===== src/design/cmp_one_pkg.sv =====
// Purpose: constants and carrier types for the comparator one control registers
// Assumes: byte-wide special function register port, system clock at 100 MHz
// Notes: offsets are the special function addresses, valid on every register page
package cmp_one_pkg;
   localparam logic [7:0] control_addr = 8'h9a;
   localparam logic [7:0] mode_addr = 8'h9c;
   localparam logic [7:0] input_select_addr = 8'h9e;

   localparam logic [7:0] control_reset = 8'h00;
   localparam logic [7:0] mode_reset = 8'h02;
   localparam logic [7:0] input_select_reset = 8'hff;

   localparam int enable_bit = 7;
   localparam int output_bit = 6;
   localparam int rise_bit = 5;
   localparam int fall_bit = 4;
   localparam int pos_hyst_lsb = 2;
   localparam int neg_hyst_lsb = 0;
   localparam int inv_sel_lsb = 4;
   localparam int noninv_sel_lsb = 0;
   localparam int rise_ie_bit = 5;
   localparam int fall_ie_bit = 4;
   localparam int resp_mode_lsb = 0;

   localparam logic [7:0] input_select_fixed = 8'hcc;
   localparam logic [7:0] mode_writable = 8'h33;

   typedef struct packed {
      logic enable;
      logic [1:0] pos_hyst;
      logic [1:0] neg_hyst;
      logic [1:0] inv_sel;
      logic [1:0] noninv_sel;
      logic [1:0] resp_mode;
   } analog_ctrl_s;
endpackage


===== src/design/cmp_one_regs.sv =====
// Purpose: register bank and edge flags for comparator one
// Assumes: register port inputs synchronous to clock; cmp_raw is asynchronous
// Notes: writes take effect at the clock edge where wr_en is high
`timescale 1ns/1ns
module cmp_one_regs (
   input wire logic clock,
   input wire logic rstn,
   input wire logic [7:0] addr,
   input wire logic wr_en,
   input wire logic [7:0] wr_data,
   input wire logic rd_en,
   output logic [7:0] rd_data,
   output logic rd_hit,
   input wire logic cmp_raw,
   output cmp_one_pkg::analog_ctrl_s analog_ctrl,
   output logic cmp_pin_out,
   output logic rise_irq,
   output logic fall_irq
);
   logic [7:0] control_q;
   logic [7:0] mode_q;
   logic [7:0] input_select_q;
   logic sync1_q;
   logic sync2_q;
   logic rise_q;
   logic fall_q;
   logic rise_evt;
   logic fall_evt;
   logic wr_ctrl;
   logic [7:0] rd_d;
   logic hit_d;

   assign wr_ctrl = wr_en && (addr == cmp_one_pkg::control_addr);

   // first stage feeds only the second
   always_ff @(posedge clock) begin
      if (!rstn) begin
         sync1_q <= 1'b0;
         sync2_q <= 1'b0;
      end else begin
         sync1_q <= cmp_raw;
         sync2_q <= sync1_q;
      end
   end

   // disabled comparator reads and routes as low, so disabling gives a falling edge
   logic live_out;
   assign live_out = sync2_q && control_q[cmp_one_pkg::enable_bit];
   logic live_prev_q;
   always_ff @(posedge clock) begin
      if (!rstn) begin
         live_prev_q <= 1'b0;
      end else begin
         live_prev_q <= live_out;
      end
   end
   assign rise_evt = live_out && !live_prev_q;
   assign fall_evt = !live_out && live_prev_q;

   // set wins over a clearing write in the same cycle
   always_ff @(posedge clock) begin
      if (!rstn) begin
         rise_q <= 1'b0;
         fall_q <= 1'b0;
      end else begin
         if (rise_evt) begin
            rise_q <= 1'b1;
         end else if (wr_ctrl) begin
            rise_q <= wr_data[cmp_one_pkg::rise_bit];
         end
         if (fall_evt) begin
            fall_q <= 1'b1;
         end else if (wr_ctrl) begin
            fall_q <= wr_data[cmp_one_pkg::fall_bit];
         end
      end
   end

   always_ff @(posedge clock) begin
      if (!rstn) begin
         control_q <= cmp_one_pkg::control_reset;
      end else if (wr_ctrl) begin
         control_q <= wr_data;
      end
   end

   always_ff @(posedge clock) begin
      if (!rstn) begin
         mode_q <= cmp_one_pkg::mode_reset;
      end else if (wr_en && addr == cmp_one_pkg::mode_addr) begin
         mode_q <= wr_data & cmp_one_pkg::mode_writable;
      end
   end

   always_ff @(posedge clock) begin
      if (!rstn) begin
         input_select_q <= cmp_one_pkg::input_select_reset;
      end else if (wr_en && addr == cmp_one_pkg::input_select_addr) begin
         input_select_q <= wr_data | cmp_one_pkg::input_select_fixed;
      end
   end

   always_comb begin
      rd_d = 8'h00;
      hit_d = 1'b1;
      if (addr == cmp_one_pkg::control_addr) begin
         rd_d = control_q;
         rd_d[cmp_one_pkg::output_bit] = live_out;
         rd_d[cmp_one_pkg::rise_bit] = rise_q;
         rd_d[cmp_one_pkg::fall_bit] = fall_q;
      end else if (addr == cmp_one_pkg::mode_addr) begin
         rd_d = mode_q & cmp_one_pkg::mode_writable;
      end else if (addr == cmp_one_pkg::input_select_addr) begin
         rd_d = input_select_q | cmp_one_pkg::input_select_fixed;
      end else begin
         hit_d = 1'b0;
      end
   end

   // read data registered one cycle after rd_en; unmapped address reads zero
   always_ff @(posedge clock) begin
      if (!rstn) begin
         rd_data <= 8'h00;
         rd_hit <= 1'b0;
      end else if (rd_en) begin
         rd_data <= rd_d;
         rd_hit <= hit_d;
      end else begin
         rd_hit <= 1'b0;
      end
   end

   always_comb begin
      analog_ctrl.enable = control_q[cmp_one_pkg::enable_bit];
      analog_ctrl.pos_hyst = control_q[cmp_one_pkg::pos_hyst_lsb +: 2];
      analog_ctrl.neg_hyst = control_q[cmp_one_pkg::neg_hyst_lsb +: 2];
      analog_ctrl.inv_sel = input_select_q[cmp_one_pkg::inv_sel_lsb +: 2];
      analog_ctrl.noninv_sel = input_select_q[cmp_one_pkg::noninv_sel_lsb +: 2];
      analog_ctrl.resp_mode = mode_q[cmp_one_pkg::resp_mode_lsb +: 2];
   end

   always_ff @(posedge clock) begin
      if (!rstn) begin
         cmp_pin_out <= 1'b0;
      end else begin
         cmp_pin_out <= live_out;
      end
   end

   assign rise_irq = rise_q && mode_q[cmp_one_pkg::rise_ie_bit];
   assign fall_irq = fall_q && mode_q[cmp_one_pkg::fall_ie_bit];

   property p_rise_sets;
      @(posedge clock) disable iff (!rstn) rise_evt |=> rise_q;
   endproperty
   a_rise_sets: assert property (p_rise_sets) else $error("rise flag not set");

   property p_fall_sets;
      @(posedge clock) disable iff (!rstn) fall_evt |=> fall_q;
   endproperty
   a_fall_sets: assert property (p_fall_sets) else $error("fall flag not set");

   property p_flag_sticky;
      @(posedge clock) disable iff (!rstn) (rise_q && !wr_ctrl) |=> rise_q;
   endproperty
   a_flag_sticky: assert property (p_flag_sticky) else $error("rise flag cleared by hw");

   property p_fall_sticky;
      @(posedge clock) disable iff (!rstn) (fall_q && !wr_ctrl) |=> fall_q;
   endproperty
   a_fall_sticky: assert property (p_fall_sticky) else $error("fall flag cleared by hw");

   // two flops exactly: the raw level reaches the edge detector two edges later
   property p_sync_delay;
      @(posedge clock) disable iff (!rstn)
         $rose(sync2_q) |-> $past(cmp_raw, 2);
   endproperty
   a_sync_delay: assert property (p_sync_delay) else $error("sync path broken");

   property p_pin_low_off;
      @(posedge clock) disable iff (!rstn) !control_q[cmp_one_pkg::enable_bit] |=> !cmp_pin_out;
   endproperty
   a_pin_low_off: assert property (p_pin_low_off) else $error("pin high while disabled");

   property p_rise_irq;
      @(posedge clock) disable iff (!rstn) rise_irq == (rise_q && mode_q[5]);
   endproperty
   a_rise_irq: assert property (p_rise_irq) else $error("rise irq gating wrong");

   property p_fall_irq;
      @(posedge clock) disable iff (!rstn) !mode_q[4] |-> !fall_irq;
   endproperty
   a_fall_irq: assert property (p_fall_irq) else $error("fall irq not masked");

   property p_mux_fixed;
      @(posedge clock) disable iff (!rstn) input_select_q[7:6] == 2'h3 && input_select_q[3:2] == 2'h3;
   endproperty
   a_mux_fixed: assert property (p_mux_fixed) else $error("mux unused bits not 11");

   property p_mode_zero;
      @(posedge clock) disable iff (!rstn) mode_q[7:6] == 2'h0 && mode_q[3:2] == 2'h0;
   endproperty
   a_mode_zero: assert property (p_mode_zero) else $error("mode unused bits set");

   property p_mode_reset;
      @(posedge clock) $rose(rstn) |-> mode_q == 8'h02 && control_q == 8'h00 && input_select_q == 8'hff;
   endproperty
   a_mode_reset: assert property (p_mode_reset) else $error("reset values wrong");

   c_rise: cover property (@(posedge clock) disable iff (!rstn) rise_evt ##1 rise_q);
   c_fall: cover property (@(posedge clock) disable iff (!rstn) fall_evt ##1 fall_q);
   c_clear: cover property (@(posedge clock) disable iff (!rstn) rise_q ##1 !rise_q);
   c_irq: cover property (@(posedge clock) disable iff (!rstn) rise_irq && fall_irq);
endmodule


===== config.mk =====
export PLATFORM = sky130hd
export DESIGN_NAME = cmp_one_regs
export DESIGN_NICKNAME = d
export VERILOG_FILES = /design/src/design/cmp_one_pkg.sv /design/src/design/cmp_one_regs.sv
export SDC_FILE = /design/constraint.sdc
export NUM_CORES = 1
export LEC_CHECK = 0
export BUFFER_PORTS_ARGS = -buffer_cell sky130_fd_sc_hd__buf_2
export CORE_MARGIN = 3
export CORE_UTILIZATION = 43
export CTS_CLUSTER_DIAMETER = 40
export DETAILED_ROUTE_END_ITERATION = 10
export GPL_ROUTABILITY_DRIVEN = 0
export PLACE_DENSITY = 0.7
export SYNTH_ARGS = -nofsm -noshare
export SYNTH_HDL_FRONTEND = slang
export SYNTH_SLANG_ARGS = --single-unit

===== constraint.sdc =====
create_clock -name clock -period 1.05 [get_ports clock]
set_input_delay 0.105 -clock clock [delete_from_list [all_inputs] [get_ports clock]]
set_output_delay 0.105 -clock clock [all_outputs]
set_load 0.01 [all_outputs]

# == Word level (Yosys, flattened, before mapping) ==
# Index checks and enable logic that the tools add are counted.
# totals
output_inout_bits,23
regBits,30
# op_classes
mux,10
n_eq_ne,3
reduce_logical,13
# op_table
op,n
== test 8 bit (second input constant),3
2-to-1 mux 8 bit,3
logical AND 1 bit,8
2-to-1 mux 1 bit,7
nonzero test 2 bit,2
logical NOT 1 bit,2
AND reduction 2 bit,1

# == Longest topological paths before layout ==
# logic_depth
depth_word,4
depth_mapped,4

# == Worst setup path after synthesis ==
# OpenSTA, ideal clock, no wires.
# synth_timing
path_type,input to register
start,in addr[0]
end,reg fall_q
setup_time_ps,72
path_stages,4
arrival_ps,932
slack_ps,46
path_cell_list,and4bb_2 -> and4b_1 -> buf_6 -> mux2i_1
# synth_between
elab_chain_len,3
# synth_lines
element,line,rtl
start: declaration,cmp_one_regs.sv:8,"input wire logic [7:0] addr,"
== test 8 bit,cmp_one_regs.sv:33,assign wr_ctrl = wr_en && (addr == cmp_one_pkg::control_addr);
logical AND 1 bit,cmp_one_regs.sv:33,
nonzero test 2 bit (no line),--,
end signal: assignment,cmp_one_regs.sv:74,fall_q <= wr_data[cmp_one_pkg::fall_bit];
end: declaration,cmp_one_regs.sv:26,logic fall_q;
# No other way between the ends.
# A chain may end at the register's enable or synchronous reset.

# == Worst setup path after layout ==
# layout_timing
start,reg mode_q[5]
end,out rise_irq
# layout_between
elab_chain_len,1
# layout_lines
element,line,rtl
start: declaration,cmp_one_regs.sv:21,logic [7:0] mode_q;
start signal: assignment,cmp_one_regs.sv:89,mode_q <= cmp_one_pkg::mode_reset;
start signal: assignment,cmp_one_regs.sv:91,mode_q <= wr_data & cmp_one_pkg::mode_writable;
logical AND 1 bit,cmp_one_regs.sv:150,assign rise_irq = rise_q && mode_q[cmp_one_pkg::rise_ie_bit];
end: declaration,cmp_one_regs.sv:17,"output logic rise_irq,"
# No other way between the ends.

==> impl_metrics.toml <==
[yosys]
synthCells = 126
yosysSeqAreaShare = 0.4491
ys_types = 24
syn-num-nets = 147
synth.avg_cell_area_sq_um = 9.553
synth_seq_cells = 27
yosysWarnings = 0
syn_area_sq_mm = 0.001204

[die]
ios = 44
die_area_sq_mm = 0.003470
die_x_um = 58.91
start_util = 0.4688
die_h_um = 58.91
rows = 18
fp.coreArea_sq_mm = 0.002567

[timing]
rsz0062_at_grt = "yes"
fmax_mhz = 959.8
drv_slew = 0
worst_pin_slew_ns = 0.2850
period_share = 0.9923
skew_ns = 0.004219
setup_violations = 0
finalHoldViolations = 0
period_needed_ns = 1.042
relSlewSlack = 0.8100

[min_path]
hp-class = "input port to register"
hold_path_depth = 3
hp-start = "wr_data[5]"
hold_end = "mode_q[5]"

[power_and_ir_drop]
p_leak_nw = 0.7583
intPower_w = 0.001270
max-vdd-ir-drop_mv = 0.6939
p_seq_frac = 0.621
p_clk_frac = 0.273
switching_share = 0.2366
power_density_mw_per_mm2 = 1024
power.switching_w = 0.0003935
combPwrFrac = 0.106

[clock_tree]
numCtsBuffers = 3
clk_latency_ns = 0.32
clk_pin_slew_ns = 0.15
cts_sinks = 27
ctsHtreeMaxLevel = 1
clockBufferDepth = 2
root_buffer = "clkbuf_4"
cts_tree = "yes"

[setup_path]
path_class = "register to primary output"
crit_required_ns = 0.94
cp.arrival_ns = 0.94
worstRegToRegCells = 4
r2r_slack_ns = 0.07
start_kind = "register"
reg2reg_to = "rise_q"
slowest_delay_ns = 0.36
critPathCaptureType = "primary output"
worst_path_dominant_cell_family = "flip-flops"
cp.buffers_inverters = 1
crit_chain = "and2_4, buf_6"
path_max_fanout = 3
reg2reg_from = "control_q[7]"
cp_slowest_cell = "dfxtp_2"

[detailed_routing]
via_per_inst = 5.205
drc = 0
dr.pass1.iters = 4
wl_um = 2988
wl_per_cell_um = 14.23
route.vias.total = 1093
ant_nets = 0
drtIter0Drc = 30

[layout]
fin_nets = 202
n_antenna_cell = 0
syn2layout_area_growth_pct = 34.93
stdcell_count = 210
finalInstanceArea_sq_mm = 0.001624
layout-drive-gt1-share = 0.4222

[grt]
grt_max_degree = 17
antenna_found_initial = 0
grt_pass1_wl_um = 4678
overflow = 0
grtUsageTotal = 0.1790
grt_pass1_vias = 982

[job]
max-cap-violations = 0

[run_status]
status = "completed"

[place]
dpl.cell_count = 202
dp_hpwl_um = 2218
io_buffers = 42
postPlaceCellArea_sq_mm = 0.001520
## metrics by stage
step	setup WS, ns	hold WS (ns)	setup TNS (ns)	total power [W]	util
global route	-0.02776	0.01866	-0.05071	0.001725	0.6326
CTS	0.002596	0.002059	0	0.001662	0.6179
finish	0.008110	0.01868	0	0.001663	0.6326
floorplan	0.04625	0.2323	0	0.001135	-
detailed placement	-0.1545	0.3201	-1.071	0.001222	0.5921
global placement	-0.09476	0.3164	-0.6651	0.001218	0.5921
## per-layer routing
metal	wire length, um	GRT usage
met5	0	0
met4	34	0.04854
met3	155	0.02632
met2	1444	0.2871
met1	1353	0.2503
## layout by cell type, fill, tap and decap left out, types with 4 or more instances in the layout
cell type   n
buf_4      12
nor2b_1    10
dfxtp_2     6
o21ai_0     8
nand2_1    18
nor2_1      4
buf_2      39
buf_6       4
mux2i_1    15
o31ai_1     4
nand3b_1    8
dfxtp_1    21
mux2_2      4
## worst register-to-register path: stages (launching register included)
cell	delay, ns
dfxtp_2	0.35
buf_4	0.13
and3b_1	0.18
o21ai_0	0.15
mux2i_1	0.09
## cell type report
cell class	count	area (sq um)
clock buffer	4	26.28
fill	224	943.4
multi-input combinational	91	631.9
sequential	27	548.0
tap	30	37.54
timing repair buffer	58	380.4
## registers in the layout, summed over array words and instances (netlist names)
name,cells
sync1_q,1
cmp_pin_out,1
mode_q,4
rd_hit,1
input_select_q,4
fall_q,1
sync2_q,1
rd_data,8
rise_q,1
control_q,5
## synthesized netlist by cell type
cell type  count  area share
dfxtp_1       27        0.45
nor3_1         1      0.0042
and4b_1        1      0.0083
and4bb_2       1       0.010
and3_1         1      0.0052
buf_2          1      0.0042
nand3b_1       8       0.050
mux2i_1       15        0.12
nand2_1       18       0.056
nor2b_1       10       0.052
a21oi_1        1      0.0042
and3b_1        2       0.015
mux2_2         4       0.037
and2_1         4       0.021
buf_4          2       0.012
a22oi_1        4       0.025
clkbuf_1       4       0.012
and2b_2        1      0.0073
buf_6          1      0.0094
nor2_1         4       0.012
o31ai_1        4       0.025
a21boi_0       1      0.0062
nand4_1        3       0.016
o21ai_0        8       0.033
## power by group through the flow
stage / sequential (W) / clock, W / combinational, W
2_1_floorplan: 0.00105 / 0 / 0.0000806
3_3_place_gp: 0.00105 / 0 / 0.000164
3_5_place_dp: 0.00105 / 0 / 0.000167
4_1_cts: 0.00103 / 0.000459 / 0.000171
5_1_grt: 0.00103 / 0.000497 / 0.000194
6_report: 0.00103 / 0.000455 / 0.000176
## timing repair
| action | in CTS | in global routing |
|---|---|---|
| pin swaps | 1 | 2 |
| endpoints found under the hold margin | 1 | 0 |
| setup endpoints to repair | 3 | 7 |
| hold buffers | 1 | 0 |
| resized for setup | 7 | 8 |
| setup buffers | 2 | 1 |
## logic make-up after synthesis
logic type             synth area share
buffers and inverters           0.03845
flip-flops                       0.4491
multiplexers                     0.1622
AO/OA/AOI/OAI                   0.09356
AND/OR/NAND/NOR                  0.2568
## how the worst max path moves through the flow
stage | from | endpoint | slack (ns) | cells after the start
after global placement | addr[0] | control_q[7] | -0.09 | 5
after global routing | fall_q | fall_irq | -0.03 | 2
after floorplan | addr[0] | fall_q | 0.05 | 4
after CTS | mode_q[4] | fall_irq | 0.003 | 2
after detailed placement | addr[0] | control_q[1] | -0.15 | 5
final | mode_q[5] | rise_irq | 0.008 | 2
(Power assumes the default switching activity.)
